===== src/rtl/lsd_pkg.sv =====
// constants, types and encodings shared by the logic/string decoder
// assumes one core clock; opcode bytes arrive from fetch logic on that clock
// Overview of operation
// - 001000dw/000010dw/001100dw decode and/or/xor with addressing byte, 3 or 10 cycles
// - 1000010w tests register/memory against register, flags only, no result written
// - 1111011w reg 000 tests immediate against operand, one/two data bytes, 4/10
// - 1010100w tests accumulator byte or word against immediate, 3 or 4 cycles
// - byte-wide bus adds 4 cycles per memory transfer on word operations
// - byte-wide bus charges byte figures as base before any word surcharge
// - 1010010w moves one string element, byte or word, 14 cycles
// - 1010011w compares source and destination elements, sets flags, 22 cycles
// - 1010111w scans destination against accumulator, sets flags, 15 cycles
// - 1010110w loads element into accumulator low byte or word, 12 cycles
// - 1010101w stores accumulator low byte or word to destination, 10 cycles
// - 0110110w reads data-register port into destination, 14 cycles
// - 0110111w writes source element to data-register port, 14 cycles
// - repeat prefix repeats string operation count-register times
// - repeated move/input 8+8n, load 6+11n, store 6+9n cycles
// - prefix low bit picks while-equal or while-unequal; compare 5+22n, scan 5+15n
package lsd_pkg;
    localparam logic [5:0] OP_AND_RM = 6'h08;
    localparam logic [5:0] OP_OR_RM = 6'h02;
    localparam logic [5:0] OP_XOR_RM = 6'h0C;
    localparam logic [6:0] OP_TEST_RM = 7'h42;
    localparam logic [6:0] OP_GRP3 = 7'h7B;
    localparam logic [6:0] OP_IMM_RM = 7'h40;
    localparam logic [6:0] OP_TEST_ACC = 7'h54;
    localparam logic [6:0] OP_MOVE = 7'h52;
    localparam logic [6:0] OP_CMP = 7'h53;
    localparam logic [6:0] OP_SCAN = 7'h57;
    localparam logic [6:0] OP_LOAD = 7'h56;
    localparam logic [6:0] OP_STORE = 7'h55;
    localparam logic [6:0] OP_PIN = 7'h36;
    localparam logic [6:0] OP_POUT = 7'h37;
    localparam logic [6:0] OP_RPT_PFX = 7'h79;
    localparam logic [2:0] RF_TEST = 3'h0;
    localparam logic [2:0] RF_NOT = 3'h2;
    localparam logic [2:0] RF_AND = 3'h4;
    localparam logic [2:0] RF_OR = 3'h1;
    localparam logic [2:0] RF_XOR = 3'h6;
    localparam logic [1:0] MOD_REG = 2'h3;
    localparam logic [7:0] CY_LOG_REG = 8'h03;
    localparam logic [7:0] CY_LOG_MEM = 8'h0A;
    localparam logic [7:0] CY_IMM_REG = 8'h04;
    localparam logic [7:0] CY_IMM_MEM = 8'h10;
    localparam logic [7:0] CY_TI_REG = 8'h04;
    localparam logic [7:0] CY_TI_MEM = 8'h0A;
    localparam logic [7:0] CY_ACC_B = 8'h03;
    localparam logic [7:0] CY_ACC_W = 8'h04;
    localparam logic [7:0] CY_MOVE = 8'h0E;
    localparam logic [7:0] CY_CMP = 8'h16;
    localparam logic [7:0] CY_SCAN = 8'h0F;
    localparam logic [7:0] CY_LOAD = 8'h0C;
    localparam logic [7:0] CY_STORE = 8'h0A;
    localparam logic [7:0] CY_PORT = 8'h0E;
    localparam logic [7:0] CY_RMOV_O = 8'h08;
    localparam logic [7:0] CY_RMOV_E = 8'h08;
    localparam logic [7:0] CY_RLD_O = 8'h06;
    localparam logic [7:0] CY_RLD_E = 8'h0B;
    localparam logic [7:0] CY_RST_O = 8'h06;
    localparam logic [7:0] CY_RST_E = 8'h09;
    localparam logic [7:0] CY_RCMP_O = 8'h05;
    localparam logic [7:0] CY_RCMP_E = 8'h16;
    localparam logic [7:0] CY_RSCN_O = 8'h05;
    localparam logic [7:0] CY_RSCN_E = 8'h0F;
    localparam logic [7:0] CY_WORD_XFER = 8'h04;
    localparam logic [7:0] CNT_ONE = 8'h01;
    localparam logic [15:0] STEP_B = 16'h0001;
    localparam logic [15:0] STEP_W = 16'h0002;
    typedef enum logic [3:0] {
        LSD_NONE = 4'h0, LSD_AND = 4'h1, LSD_OR = 4'h2, LSD_XOR = 4'h3,
        LSD_TEST = 4'h4, LSD_NOT = 4'h5, LSD_MOVE = 4'h6, LSD_CMP = 4'h7,
        LSD_SCAN = 4'h8, LSD_LOAD = 4'h9, LSD_STORE = 4'hA, LSD_PIN = 4'hB,
        LSD_POUT = 4'hC
    } lsd_op_t;
    typedef enum logic [1:0] {G_PLAIN = 2'h0, G_GRP3 = 2'h1, G_IMM = 2'h2} lsd_grp_t;
    typedef enum logic [2:0] {
        S_IDLE = 3'h0, S_MODRM = 3'h1, S_IMM_LO = 3'h2, S_IMM_HI = 3'h3,
        S_EXEC = 3'h4, S_OVH = 3'h5, S_ELEM = 3'h6
    } lsd_state_t;
    typedef struct packed {
        lsd_op_t op;
        lsd_grp_t grp;
        logic wide;
        logic to_reg;
        logic mem;
        logic acc;
        logic [2:0] reg_f;
        logic rpt;
        logic rpt_z;
    } lsd_dec_t;
    typedef struct packed {
        logic [7:0] ovh;
        logic [7:0] elem;
    } lsd_cost_t;
endpackage


===== src/rtl/lsd_cost.sv =====
// cycle cost of each decoded form, for both bus variants
// assumes a stable decoded form and bus-variant level at its inputs
`timescale 1ns/1ps
module lsd_cost
    import lsd_pkg::*;
(
    input wire lsd_dec_t dec,
    input wire logic narrow_bus,
    output lsd_cost_t cost
);
    logic [1:0] xfer;
    logic [7:0] add;
    logic mem;
    always_comb begin
        cost = '0;
        xfer = 2'h0;
        mem = dec.mem && !dec.acc;
        case (dec.op)
            LSD_AND, LSD_OR, LSD_XOR: begin
                if (dec.grp == G_IMM) begin
                    cost.ovh = mem ? CY_IMM_MEM : CY_IMM_REG;
                end else begin
                    cost.ovh = mem ? CY_LOG_MEM : CY_LOG_REG;
                end
                xfer = mem ? 2'h2 : 2'h0;
            end
            LSD_NOT: begin
                cost.ovh = mem ? CY_LOG_MEM : CY_LOG_REG;
                xfer = mem ? 2'h2 : 2'h0;
            end
            LSD_TEST: begin
                if (dec.acc) begin
                    cost.ovh = dec.wide ? CY_ACC_W : CY_ACC_B;
                end else if (dec.grp == G_GRP3) begin
                    cost.ovh = mem ? CY_TI_MEM : CY_TI_REG;
                end else begin
                    cost.ovh = mem ? CY_LOG_MEM : CY_LOG_REG;
                end
                xfer = mem ? 2'h1 : 2'h0;
            end
            LSD_MOVE: begin
                cost.ovh = dec.rpt ? CY_RMOV_O : 8'h00;
                cost.elem = dec.rpt ? CY_RMOV_E : CY_MOVE;
                xfer = 2'h2;
            end
            LSD_CMP: begin
                cost.ovh = dec.rpt ? CY_RCMP_O : 8'h00;
                cost.elem = dec.rpt ? CY_RCMP_E : CY_CMP;
                xfer = 2'h2;
            end
            LSD_SCAN: begin
                cost.ovh = dec.rpt ? CY_RSCN_O : 8'h00;
                cost.elem = dec.rpt ? CY_RSCN_E : CY_SCAN;
                xfer = 2'h1;
            end
            LSD_LOAD: begin
                cost.ovh = dec.rpt ? CY_RLD_O : 8'h00;
                cost.elem = dec.rpt ? CY_RLD_E : CY_LOAD;
                xfer = 2'h1;
            end
            LSD_STORE: begin
                cost.ovh = dec.rpt ? CY_RST_O : 8'h00;
                cost.elem = dec.rpt ? CY_RST_E : CY_STORE;
                xfer = 2'h1;
            end
            LSD_PIN, LSD_POUT: begin
                cost.ovh = dec.rpt ? CY_RMOV_O : 8'h00;
                cost.elem = dec.rpt ? CY_RMOV_E : CY_PORT;
                xfer = 2'h1;
            end
            default: begin
                cost = '0;
            end
        endcase
        // byte figures stand as base; word ops on the narrow bus pay per transfer
        add = (narrow_bus && dec.wide) ? 8'(8'(xfer) * CY_WORD_XFER) : 8'h00;
        if (cost.elem != 8'h00) begin
            cost.elem = 8'(cost.elem + add);
        end else begin
            cost.ovh = 8'(cost.ovh + add);
        end
    end
endmodule


===== src/rtl/lsd_decoder.sv =====
// decoder and sequencer for bitwise logic and string instructions
// assumes opcode bytes from fetch logic on core_clk and a bus-variant strap pin
`timescale 1ns/1ps
module lsd_decoder
    import lsd_pkg::*;
(
    input wire logic core_clk,
    input wire logic rst_n,
    input wire logic byte_valid,
    input wire logic [7:0] byte_data,
    input wire logic narrow_bus_pin,
    input wire logic dir_flag,
    input wire logic equal_in,
    input wire logic [15:0] count_in,
    input wire logic [15:0] src_in,
    input wire logic [15:0] dst_in,
    output logic byte_ready_q,
    output lsd_dec_t dec_q,
    output logic [15:0] imm_q,
    output logic busy_q,
    output logic done_q,
    output logic wr_back_q,
    output logic flags_upd_q,
    output logic elem_q,
    output logic bad_op_q,
    output logic [15:0] src_q,
    output logic [15:0] dst_q,
    output logic [15:0] count_q
);
    lsd_state_t st_q, st_d;
    lsd_dec_t dec_d;
    lsd_cost_t cost;
    logic [15:0] imm_d, src_d, dst_d, count_d, step;
    logic [7:0] cnt_q, cnt_d;
    logic pend_q, pend_d, bad_d, take, last, narrow_s, cmp_scan;
    logic busy_d, done_d, wr_d, flg_d, elem_d, elem_end, uses_src, uses_dst;
    lsd_op_t op_str;

    lsd_sync2 u_lsd_sync2 (
        .core_clk(core_clk),
        .rst_n(rst_n),
        .pin_in(narrow_bus_pin),
        .level_q(narrow_s)
    );

    lsd_cost u_lsd_cost (
        .dec(dec_d),
        .narrow_bus(narrow_s),
        .cost(cost)
    );

    assign take = byte_valid && byte_ready_q;
    assign cmp_scan = (dec_q.op == LSD_CMP) || (dec_q.op == LSD_SCAN);
    assign elem_end = (st_q == S_ELEM) && (cnt_q == CNT_ONE);
    // while-equal stops on unequal, while-unequal stops on equal
    assign last = (count_q == 16'h0001) || (dec_q.rpt && cmp_scan && (equal_in != dec_q.rpt_z));

    always_comb begin
        case (byte_data[7:1])
            OP_MOVE: op_str = LSD_MOVE;
            OP_CMP: op_str = LSD_CMP;
            OP_SCAN: op_str = LSD_SCAN;
            OP_LOAD: op_str = LSD_LOAD;
            OP_STORE: op_str = LSD_STORE;
            OP_PIN: op_str = LSD_PIN;
            OP_POUT: op_str = LSD_POUT;
            default: op_str = LSD_NONE;
        endcase
    end

    // decode group: state, decoded form, immediate, pending prefix
    always_comb begin
        st_d = st_q;
        dec_d = dec_q;
        imm_d = imm_q;
        pend_d = pend_q;
        bad_d = 1'b0;
        case (st_q)
            S_IDLE: begin
                if (take && (byte_data[7:1] == OP_RPT_PFX)) begin
                    pend_d = 1'b1;
                    dec_d.rpt_z = byte_data[0];
                end else if (take) begin
                    pend_d = 1'b0;
                    dec_d.op = LSD_NONE;
                    dec_d.grp = G_PLAIN;
                    dec_d.wide = byte_data[0];
                    dec_d.to_reg = byte_data[1];
                    dec_d.mem = 1'b0;
                    dec_d.acc = 1'b0;
                    dec_d.reg_f = 3'h0;
                    dec_d.rpt = 1'b0;
                    st_d = S_MODRM;
                    if (byte_data[7:2] == OP_AND_RM) begin
                        dec_d.op = LSD_AND;
                    end else if (byte_data[7:2] == OP_OR_RM) begin
                        dec_d.op = LSD_OR;
                    end else if (byte_data[7:2] == OP_XOR_RM) begin
                        dec_d.op = LSD_XOR;
                    end else if (byte_data[7:1] == OP_TEST_RM) begin
                        dec_d.op = LSD_TEST;
                    end else if (byte_data[7:1] == OP_GRP3) begin
                        dec_d.grp = G_GRP3;
                    end else if (byte_data[7:1] == OP_IMM_RM) begin
                        dec_d.grp = G_IMM;
                    end else if (byte_data[7:1] == OP_TEST_ACC) begin
                        dec_d.op = LSD_TEST;
                        dec_d.acc = 1'b1;
                        st_d = S_IMM_LO;
                    end else if (op_str != LSD_NONE) begin
                        dec_d.op = op_str;
                        dec_d.mem = 1'b1;
                        dec_d.rpt = pend_q;
                        st_d = pend_q ? S_OVH : S_ELEM;
                    end else begin
                        bad_d = 1'b1;
                        st_d = S_IDLE;
                    end
                end
            end
            S_MODRM: begin
                if (take) begin
                    dec_d.mem = (byte_data[7:6] != MOD_REG);
                    dec_d.reg_f = byte_data[5:3];
                    st_d = S_EXEC;
                    if (dec_q.grp == G_GRP3) begin
                        if (byte_data[5:3] == RF_TEST) begin
                            dec_d.op = LSD_TEST;
                            st_d = S_IMM_LO;
                        end else if (byte_data[5:3] == RF_NOT) begin
                            dec_d.op = LSD_NOT;
                        end else begin
                            bad_d = 1'b1;
                            st_d = S_IDLE;
                        end
                    end else if (dec_q.grp == G_IMM) begin
                        st_d = S_IMM_LO;
                        case (byte_data[5:3])
                            RF_AND: dec_d.op = LSD_AND;
                            RF_OR: dec_d.op = LSD_OR;
                            RF_XOR: dec_d.op = LSD_XOR;
                            default: begin
                                bad_d = 1'b1;
                                st_d = S_IDLE;
                            end
                        endcase
                    end
                end
            end
            S_IMM_LO: begin
                if (take) begin
                    imm_d = {8'h00, byte_data};
                    st_d = dec_q.wide ? S_IMM_HI : S_EXEC;
                end
            end
            S_IMM_HI: begin
                if (take) begin
                    imm_d[15:8] = byte_data;
                    st_d = S_EXEC;
                end
            end
            S_EXEC: begin
                if (cnt_q == CNT_ONE) begin
                    st_d = S_IDLE;
                end
            end
            S_OVH: begin
                if (cnt_q == CNT_ONE) begin
                    st_d = (count_q == 16'h0000) ? S_IDLE : S_ELEM;
                end
            end
            S_ELEM: begin
                if (elem_end && last) begin
                    st_d = S_IDLE;
                end
            end
            default: st_d = S_IDLE;
        endcase
    end

    always_ff @(posedge core_clk or negedge rst_n) begin
        if (!rst_n) begin
            st_q <= S_IDLE;
            dec_q <= '0;
            imm_q <= 16'h0000;
            pend_q <= 1'b0;
            bad_op_q <= 1'b0;
        end else begin
            st_q <= st_d;
            dec_q <= dec_d;
            imm_q <= imm_d;
            pend_q <= pend_d;
            bad_op_q <= bad_d;
        end
    end

    // timing group: cycle counter, string pointers, count, strobes
    always_comb begin
        uses_src = (dec_q.op == LSD_MOVE) || (dec_q.op == LSD_CMP) ||
                   (dec_q.op == LSD_LOAD) || (dec_q.op == LSD_POUT);
        uses_dst = (dec_q.op == LSD_MOVE) || (dec_q.op == LSD_CMP) ||
                   (dec_q.op == LSD_SCAN) || (dec_q.op == LSD_STORE) ||
                   (dec_q.op == LSD_PIN);
        step = dec_q.wide ? STEP_W : STEP_B;
        cnt_d = (cnt_q != 8'h00) ? 8'(cnt_q - CNT_ONE) : 8'h00;
        src_d = src_q;
        dst_d = dst_q;
        count_d = count_q;
        elem_d = elem_end;
        if ((st_d == S_EXEC && st_q != S_EXEC) || (st_d == S_OVH && st_q != S_OVH)) begin
            cnt_d = cost.ovh;
        end else if (st_d == S_ELEM && (st_q != S_ELEM || cnt_q == CNT_ONE)) begin
            cnt_d = cost.elem;
        end
        if (st_q == S_IDLE && (st_d == S_OVH || st_d == S_ELEM)) begin
            src_d = src_in;
            dst_d = dst_in;
            count_d = pend_q ? count_in : 16'h0001;
        end else if (elem_end) begin
            if (uses_src) begin
                src_d = dir_flag ? 16'(src_q - step) : 16'(src_q + step);
            end
            if (uses_dst) begin
                dst_d = dir_flag ? 16'(dst_q - step) : 16'(dst_q + step);
            end
            count_d = 16'(count_q - 16'h0001);
        end
        busy_d = (st_d == S_EXEC) || (st_d == S_OVH) || (st_d == S_ELEM);
        done_d = ((st_q == S_EXEC) || (st_q == S_OVH) || (st_q == S_ELEM)) && (st_d == S_IDLE);
        wr_d = done_d && ((dec_q.op == LSD_AND) || (dec_q.op == LSD_OR) ||
                          (dec_q.op == LSD_XOR) || (dec_q.op == LSD_NOT));
        flg_d = (done_d && ((dec_q.op == LSD_AND) || (dec_q.op == LSD_OR) ||
                            (dec_q.op == LSD_XOR) || (dec_q.op == LSD_TEST))) ||
                (elem_end && cmp_scan);
    end

    always_ff @(posedge core_clk or negedge rst_n) begin
        if (!rst_n) begin
            cnt_q <= 8'h00;
            src_q <= 16'h0000;
            dst_q <= 16'h0000;
            count_q <= 16'h0000;
            busy_q <= 1'b0;
            byte_ready_q <= 1'b1;
            done_q <= 1'b0;
            wr_back_q <= 1'b0;
            flags_upd_q <= 1'b0;
            elem_q <= 1'b0;
        end else begin
            cnt_q <= cnt_d;
            src_q <= src_d;
            dst_q <= dst_d;
            count_q <= count_d;
            busy_q <= busy_d;
            byte_ready_q <= !busy_d;
            done_q <= done_d;
            wr_back_q <= wr_d;
            flags_upd_q <= flg_d;
            elem_q <= elem_d;
        end
    end

    a_logic_reg_cost: assert property (@(posedge core_clk) disable iff (!rst_n)
        (st_q == S_MODRM && take && dec_q.grp == G_PLAIN && dec_q.op == LSD_AND &&
         byte_data[7:6] == MOD_REG) |=> (st_q == S_EXEC && cnt_q == CY_LOG_REG))
        else $error("register and form not charged 3 cycles");

    a_test_no_write: assert property (@(posedge core_clk) disable iff (!rst_n)
        (st_q == S_EXEC && cnt_q == CNT_ONE && dec_q.op == LSD_TEST)
        |=> (done_q && flags_upd_q && !wr_back_q))
        else $error("test wrote a result or skipped flags");

    a_test_imm_mem: assert property (@(posedge core_clk) disable iff (!rst_n)
        (st_q == S_IMM_LO && take && dec_q.op == LSD_TEST && dec_q.grp == G_GRP3 &&
         dec_q.mem && !dec_q.wide) |=> (st_q == S_EXEC && cnt_q == CY_TI_MEM))
        else $error("immediate test on memory not 10 cycles");

    a_acc_word_cost: assert property (@(posedge core_clk) disable iff (!rst_n)
        (st_q == S_IMM_HI && take && dec_q.acc) |=> (cnt_q == CY_ACC_W) ##4 done_q)
        else $error("accumulator word test not 4 cycles");

    a_word_surcharge: assert property (@(posedge core_clk) disable iff (!rst_n)
        (st_q == S_MODRM && take && dec_q.grp == G_PLAIN && dec_q.op == LSD_XOR &&
         dec_q.wide && narrow_s && byte_data[7:6] != MOD_REG)
        |=> (cnt_q == 8'(CY_LOG_MEM + CY_WORD_XFER + CY_WORD_XFER)))
        else $error("word memory form missing transfer surcharge");

    a_move_elem_len: assert property (@(posedge core_clk) disable iff (!rst_n)
        (st_q == S_IDLE && take && byte_data[7:1] == OP_MOVE && !byte_data[0] && !pend_q)
        |=> (st_q == S_ELEM && cnt_q == CY_MOVE) ##14 done_q)
        else $error("single byte move not 14 cycles");

    a_rpt_count_dec: assert property (@(posedge core_clk) disable iff (!rst_n)
        (elem_end && dec_q.rpt) |=> (count_q == 16'($past(count_q) - 16'h0001)))
        else $error("repeat count not decremented per element");

    a_rpt_stop_cond: assert property (@(posedge core_clk) disable iff (!rst_n)
        (elem_end && dec_q.rpt && cmp_scan && equal_in != dec_q.rpt_z)
        |=> (st_q == S_IDLE && done_q))
        else $error("repeated compare did not stop on condition");

    a_ptr_step_dn: assert property (@(posedge core_clk) disable iff (!rst_n)
        (elem_end && dec_q.op == LSD_MOVE && dec_q.wide && dir_flag)
        |=> (src_q == 16'($past(src_q) - STEP_W) && dst_q == 16'($past(dst_q) - STEP_W)))
        else $error("word move pointers not stepped down by two");

    a_invert_write_back: assert property (@(posedge core_clk) disable iff (!rst_n)
        (st_q == S_EXEC && cnt_q == CNT_ONE && dec_q.op == LSD_NOT)
        |=> (done_q && wr_back_q && !flags_upd_q))
        else $error("invert did not write back its result");

endmodule


===== src/rtl/lsd_sync2.sv =====
// two-stage synchroniser for one level from a pin
// assumes the level changes slowly against core_clk
`timescale 1ns/1ps
module lsd_sync2 (
    input wire logic core_clk,
    input wire logic rst_n,
    input wire logic pin_in,
    output logic level_q
);
    logic meta_q;
    always_ff @(posedge core_clk or negedge rst_n) begin
        if (!rst_n) begin
            meta_q <= 1'b0;
            level_q <= 1'b0;
        end else begin
            meta_q <= pin_in;
            level_q <= meta_q;
        end
    end
endmodule


===== config.mk =====
export PLATFORM = sky130hd
export DESIGN_NAME = lsd_decoder
export DESIGN_NICKNAME = d
export VERILOG_FILES = /design/src/rtl/lsd_pkg.sv /design/src/rtl/lsd_cost.sv /design/src/rtl/lsd_decoder.sv /design/src/rtl/lsd_sync2.sv
export SDC_FILE = /design/constraint.sdc
export NUM_CORES = 1
export LEC_CHECK = 0
export BUFFER_PORTS_ARGS = -buffer_cell sky130_fd_sc_hd__buf_4
export CORE_UTILIZATION = 45
export CTS_CLUSTER_SIZE = 25
export DETAILED_ROUTE_END_ITERATION = 10
export GPL_TIMING_DRIVEN = 0
export HOLD_SLACK_MARGIN = 0.1
export PLACE_DENSITY = 0.67
export SLEW_MARGIN = 10
export SYNTH_ARGS = -nofsm -noshare
export SYNTH_HDL_FRONTEND = slang
export SYNTH_HIERARCHICAL = 1
export SYNTH_SLANG_ARGS = --single-unit

===== constraint.sdc =====
create_clock -name core_clk -period 9.6 [get_ports core_clk]
set_clock_uncertainty 0.2 [all_clocks]
set_input_delay 1.44 -clock core_clk [delete_from_list [all_inputs] [get_ports core_clk]]
set_output_delay 1.44 -clock core_clk [all_outputs]
set_load 0.05 [all_outputs]

==> metrics.txt, run 1 <==
run status complete, no violations; Synth Cell Area approximately 0.0075 sq mm; CTS tree yes; cell taking the most area after synthesis dfrtp_1; CTS sink count 100; worst path bufs/invs 6; clock root buffer clkbuf_16; Final Cycle Share between 60% and 70%; worst min path class reg -> reg; antenna cells 0; Yosys top cell area share 33.1%; max-cap violations 0; Rel. slew slack a little under a quarter; Area growth, synth to finish 23.1%; GRT Total Usage between 20% and 30%; CTS Buf Count 9; Hold WS around 0.15 ns; Tmin final around 6.2 ns; clk slew on worst S/H paths approximately 0.07 ns; post-route cell area 0.00921 sq mm; clock buffer depth 2; setup violators final 0; Final Hold Viols 0; EDFF count, synth 0; Clock Latency Late Sink about 0.35 ns; via count 7166; final core utilization a little under three fifths; Fin Setup TNS 0 ns; pwr dens 303 mW/mm^2; # hold bufs at CTS 0; Post-synth top flop dfrtp_1; Seq/Total Area, Yosys between 30% and 40%; RD Place Congestion 0.920; Die Wd around 130 um; critical path's largest stage delay 0.97 ns; Post-Syn Area per Cell 8.88 sq um; Critical Path Fanout Max 10; Inst Count DP roughly 1200; GRT Residual Overflow 0; Area after DPL ~0.0089 sq mm; post-route setup slack around 3.4 ns; crit end category register; first-pass GRT wire length roughly 35 mm; ANT nets after route 0; dpl hpwl ~16 mm; Starting DRT DRC Count around 510; Worst VDD drop roughly 0.15 mV; largest net degree at the start of global routing between 100 and 150; crit path DAT between 6 and 7 ns; count of cell types in the netlist 86; Critical-path top delay cell nor3_1; largest cells by area after synthesis dfrtp_1, ha_1, nor2_1; vias in the first global route between 6000 and 7000; Slew @ Worst Pin ~1.1 ns; Port Buf Inserts about 150; vias per cell approximately 5.8; Tot Pwr 2.80 mW; TritonRoute pass-1 iters 5; critical-path cell list buf_4 > clkbuf_1 > nor2b_1 > nand2_1 > o21ai_1 > nor3_1 > clkbuf_1 > a21o_1 > clkbuf_1 > inv_1 > or3_1 > nand4_1 > ha_1 > inv_1 > fa_1 > a211oi_1 > xnor2_1 > mux2_2; most frequent CP cell clkbuf_1; ys async rst share 100%; post-cts gate resize count 0; WP data required approximately 9.6 ns; antenna violations before repair 0; Cells after Synth approximately 840; WL final between 20 and 25 mm; die height roughly 130 um; I/O pins between 100 and 150; post-synthesis register bit count 100; Initial Util 46.6%; unrepaired setup endpoints after global routing false; Synth Warn # 6; number of setup buffers added after CTS 0; Leak roughly 4.2 nW; Slew Viols, Final 0; Core ar. 0.0161 sq mm; H-tree depth 3; crit-path leading delay family simple AND/OR/NAND/NOR gates; CP startpoint kind primary input; FP Rows 46; fmax roughly 0.16 GHz; CP Class in -> reg; Finished Layout Cells 1225; Wirelength per Cell between 15 and 20 um; pre-CTS setup slack just under 3 ns; fin nets roughly 1100; layout cells sized above 1 approximately 22%; Die ar. roughly 0.017 sq mm; # DRC 0
-- cells in the mapped netlist (5+ instances only) --
library cell / n
dfrtp_1: 99
nor2_1: 73
nand2_1: 63
a21oi_1: 53
o21ai_0: 46
ha_1: 38
inv_1: 33
clkbuf_1: 27
nand3_1: 27
a221o_1: 26
nor3_1: 26
xnor2_1: 20
a21o_1: 18
xor2_1: 16
nand2b_1: 15
a22o_1: 14
mux2_2: 13
nor4_1: 12
mux2i_1: 11
nor2b_1: 11
a211oi_1: 10
buf_2: 10
o211ai_1: 10
or3_1: 10
nor3b_1: 9
and3_1: 8
nand4_1: 8
o21a_1: 8
and2_1: 7
o31ai_1: 7
a31o_2: 6
a22oi_1: 5
buf_4: 5
buf_6: 5
o22ai_1: 5
-- logic make-up (layout without fill, tap and decap cells) --
group           after synthesis  after routing  synth area share, %
compound gates              255            255                 24.5
xor+xnor                     36             36                 4.21
fa+ha+maj                    43             43                 7.56
buf+inv                      83            246                 5.08
flops                       100            100                 33.5
mux                          28             28                 4.23
other cells                   1              4               0.0501
simple gates                297            297                 20.9
-- final timing paths --
check	slack, ns	from	depth (start not counted)	end
worst max-delay path	3.37	byte_data[4]	18	cnt_q[4]
worst min-delay path	0.15	u_lsd_sync2/meta_q	0	u_lsd_sync2/level_q
worst max register to register	3.87	st_q[0]	17	cnt_q[4]
worst min register to register	0.15	u_lsd_sync2/meta_q	0	u_lsd_sync2/level_q
max in group asynchronous	7.57	rst_n	1	imm_q[14]
min in group asynchronous	1.00	rst_n	1	dst_q[6]
-- report_power, final --
group / switching [mW] / leakage (nW) / internal [mW]
Clock: 0.167 / 0.170 / 0.254
Combinational: 1.05 / 2.73 / 0.638
Sequential: 0.127 / 1.27 / 0.558
-- layout make-up --
cell class / instances / area, sq um
plain buffers: 50 / 256
clock buffers: 9 / 225
clock inverters: 7 / 114
fillers: 1498 / 6840
inverters: 33 / 124
multi-input cells: 663 / 4620
flip-flops and latches: 100 / 2500
well taps: 216 / 270
repair buffers: 147 / 1100
-- metal layers --
metal | wire length [um] | vias up | global-route usage [%]
met5 | 0 | - | 0
met4 | 342 | 0 | 7.10
met3 | 1170 | 27 | 4.15
met2 | 9630 | 223 | 38.6
met1 | 10600 | 3447 | 38.8
li1 | - | 3469 | -
-- flip-flops by register name (all words and copies together) (netlist names), 3 cells and up --
| signal | count |
|---|---|
| cnt_q | 8 |
| count_q | 16 |
| dec_q | 15 |
| dst_q | 16 |
| imm_q | 16 |
| src_q | 16 |
| st_q | 3 |
-- cell usage in the layout, fill, tap and decap left out, types with 5 or more instances in the layout --
master	synthesis	routed
buf_4	5	150
dfrtp_1	99	99
nor2_1	73	73
nand2_1	63	63
a21oi_1	53	53
o21ai_0	46	46
ha_1	38	38
inv_1	33	33
clkbuf_1	27	27
nand3_1	27	27
nor3_1	26	26
a221o_1	26	26
xnor2_1	20	20
a21o_1	18	18
xor2_1	16	16
nand2b_1	15	15
a22o_1	14	14
mux2_2	13	13
nor2b_1	11	11
nor4_1	12	11
mux2i_1	11	11
buf_2	10	11
or3_1	10	10
o211ai_1	10	10
a211oi_1	10	10
nor3b_1	9	9
clkbuf_16	0	9
nand4_1	8	8
o21a_1	8	8
and3_1	8	8
and2_1	7	7
o31ai_1	7	7
a31o_2	6	6
buf_6	5	6
o22ai_1	5	5
a22oi_1	5	5
No activity file was read; power rests on OpenSTA's default activity.
==> inputs of run 2 (changes only) <==
ABC_AREA = 1   (was unset)
clock period = 5.9 ns   (was 9.6 ns; I/O delays follow)
==> metrics.txt, run 2 <==
post-cts gate resize count 0 (unchanged); Synth Warn # 6 (unchanged); Int Pwr 1.44 mW (was 1.45 mW); sequential cell area 0.00250 sq mm (unchanged); fill count 1641 (was 1498); pwr dens 261 mW/mm^2 (was 303 mW/mm^2); Inst Count DP 1448 (was 1209); Slew Viols, Final 0 (unchanged); Post-Syn Area per Cell 7.20 sq um (was 8.88 sq um); Initial Util 46.6% (about the same); area of the multi-input gates 0.00466 sq mm (was 0.00462 sq mm); most frequent cells in the layout nand2_1, buf_4, inv_1, dfrtp_1, nand3_1 (was buf_4, dfrtp_1, nor2_1, nand2_1, a21oi_1); unrepaired setup endpoints after global routing false (unchanged); run status complete, no violations (unchanged); crit end category register (unchanged); Tot Pwr 2.46 mW (was 2.80 mW); die height 133 um (was 131 um); Worst VDD drop 0.174 mV (was 0.152 mV); H-tree depth 3 (unchanged); Net Switching 1.02 mW (was 1.35 mW); Final Hold Viols 0 (unchanged); Port Buf Inserts 145 (was 146); CTS Buf Count 9 (unchanged); FP Rows 47 (was 46); layout cells sized above 1 20.5% (was 22.5%); antenna violations before repair 0 (unchanged); # hold bufs at CTS 0 (unchanged); Final Cycle Share between 80% and 90%; Core ar. 0.0167 sq mm (was 0.0161 sq mm); Comb pwr share 40.7% (was 60.4%); Tmin final 4.74 ns; setup violators final 0 (unchanged); WP data required 5.95 ns (was 9.64 ns); count of cell types in the netlist 59 (was 86); Cells after Synth 1080 (was 843); via count 7591 (was 7166); top post-synthesis cells by count nand2_1, inv_1, dfrtp_1 (was dfrtp_1, nor2_1, nand2_1); Die ar. 0.0178 sq mm (was 0.0171 sq mm); clock root buffer clkbuf_16 (unchanged); Slew @ Worst Pin 1.00 ns (was 1.15 ns); worst min path class reg -> reg (unchanged); vias per cell 5.19 (was 5.85); Rel. slew slack 32.4% (was 23.0%); crit path DAT 4.78 ns (was 6.27 ns); TritonRoute pass-1 iters 5 (unchanged); max-cap violations 0 (unchanged); Die Wd 133 um (was 131 um); EDFF count, synth 0 (unchanged); ys async rst share 100% (unchanged); cell taking the most area after synthesis dfrtp_1 (unchanged); CP Class in -> reg (unchanged); Switching Share 41.4% (was 48.1%); number of setup buffers added after CTS 0 (unchanged); CP startpoint kind primary input (unchanged); fin nets 1343 (was 1108); Post-synth top flop dfrtp_1 (unchanged); WL final 21.5 mm (was 21.8 mm); antenna cells 0 (unchanged); ANT nets after route 0 (unchanged); largest cells by area after synthesis dfrtp_1, nand2_1, ha_1 (was dfrtp_1, ha_1, nor2_1); Wirelength per Cell 14.7 um (was 17.8 um); fmax ~0.21 GHz; GRT Residual Overflow 0 (unchanged); Critical Path Fanout Max 7 (was 10); Area growth, synth to finish 21.4% (was 23.1%); largest net degree at the start of global routing 101 (unchanged); Fin Setup TNS 0 ns (unchanged); most common cell after layout, fill and taps aside nand2_1 (was buf_4); Finished Layout Cells 1464 (was 1225); Clock power frac 23.7% (was 15.1%); dpl hpwl 16.8 mm (was 16.1 mm); Yosys top cell area share 31.9% (was 33.1%); Seq/Total Area, Yosys 32.2% (was 33.5%); CTS tree yes (unchanged); Clock Latency Late Sink 0.35 ns (about the same); clk slew on worst S/H paths 0.07 ns (about the same); GRT Total Usage 24.6% (was 26.0%); CTS sink count 100 (unchanged); RD Place Congestion 0.950 (was 0.920); Leak 4.86 nW (was 4.16 nW); I/O pins 148 (unchanged); clock buffer depth 2 (unchanged); # DRC 0 (unchanged); Seq pwr share 35.6% (was 24.5%); post-synthesis register bit count 100 (unchanged); first-pass GRT wire length 35.1 mm (was 34.7 mm); vias in the first global route 7273 (was 6584); Starting DRT DRC Count 451 (was 514); most frequent cell after synthesis nand2_1 (was dfrtp_1); Synth Cell Area 0.00777 sq mm (was 0.00748 sq mm)
[run 2: cell types whose count changed in the layout (fill, tap and decap cells not counted), sizes merged, moves of 13 or more]
cell,delta
o211ai,+14
inv,+88
clkbuf,-21
nand2,+272
nand2b,-15
mux2,-16
nand3,+72
a221o,-26
o21ai,+13
nor4,-13
a22o,-13
a21o,-14
nor2,+33
[run 2: through the flow]
step           hold slack, ns  instance area [sq um]  setup slack [ns]  utilization, %
2_1_floorplan           0.131                   7790              1.54               -
3_3_place_gp            0.137                   9150             0.862            54.8
5_1_grt                 0.169                   9440             0.840            56.5
3_5_place_dp            0.142                   9150             0.848            54.8
6_report                0.154                   9440              1.16            56.5
4_1_cts                 0.156                   9440              1.22            56.5
[run 2: final cells by class]
class / instances / share of cell area (%)
Sequential cell: 100 / 26.5
Inverter: 121 / 4.84
Buffer: 23 / 1.72
Clock buffer: 10 / 2.53
Timing Repair Buffer: 145 / 11.6
Multi-Input combinational cell: 839 / 49.4
Tap cell: 220 / 2.92
Clock inverter: 6 / 0.517
[run 2: metal layers]
layer / track usage, % / up-vias / routed length [um]
met5: 0 / - / 0
met4: 5.68 / 0 / 247
met3: 3.61 / 20 / 1030
met2: 43.4 / 193 / 10500
met1: 31.6 / 3499 / 9660
li1: - / 3879 / -
[run 2: final timing paths]
path	start	to	slack, ns	depth (start not counted)
max reg2reg	byte_ready_q	cnt_q[4]	1.57	23
min	u_lsd_sync2/meta_q	u_lsd_sync2/level_q	0.15	0
max	byte_data[3]	cnt_q[4]	1.16	25
max in group asynchronous	rst_n	count_q[6]	4.42	1
min reg2reg	u_lsd_sync2/meta_q	u_lsd_sync2/level_q	0.15	0
min in group asynchronous	rst_n	src_q[7]	0.42	1
[run 2: power by group through the flow]
stage | registers [mW] | clock network, mW | logic (mW)
5_1_grt | 0.890 | 0.620 | 1.12
3_5_place_dp | 0.892 | 0 | 1.00
6_report | 0.878 | 0.584 | 1.00
2_1_floorplan | 1.11 | 0 | 0.505
4_1_cts | 0.879 | 0.597 | 1.01
3_3_place_gp | 0.890 | 0 | 0.993
[run 2: critical path, cell delays in order]
cell and delay [ns]:
buf_4 0.13, inv_2 0.13, nand3_4 0.12, nor2_4 0.28
nor2_2 0.12, or2_2 0.30, nand2_1 0.12, a31oi_1 0.05
o21ai_0 0.78, inv_2 0.14, nor2_4 0.18, nand2_1 0.08
o211ai_2 0.10, a21oi_1 0.11, o21ai_0 0.11, ha_1 0.20
inv_1 0.05, fa_1 0.37, xor2_1 0.17, nand2_1 0.06
inv_1 0.03, inv_1 0.04, nand4_1 0.08, nand3_1 0.09
nand2_1 0.05
[run 2: logic make-up (layout without fill, tap and decap cells)]
group | Yosys count | after routing | synth area share [%]
other cells | 1 | 4 | 0.0482
compound gates | 169 | 169 | 13.2
flops | 100 | 100 | 32.2
buf+inv | 144 | 305 | 7.97
simple gates | 583 | 583 | 34.8
fa+ha+maj | 42 | 42 | 7.15
mux | 2 | 2 | 0.274
xor+xnor | 39 | 39 | 4.39
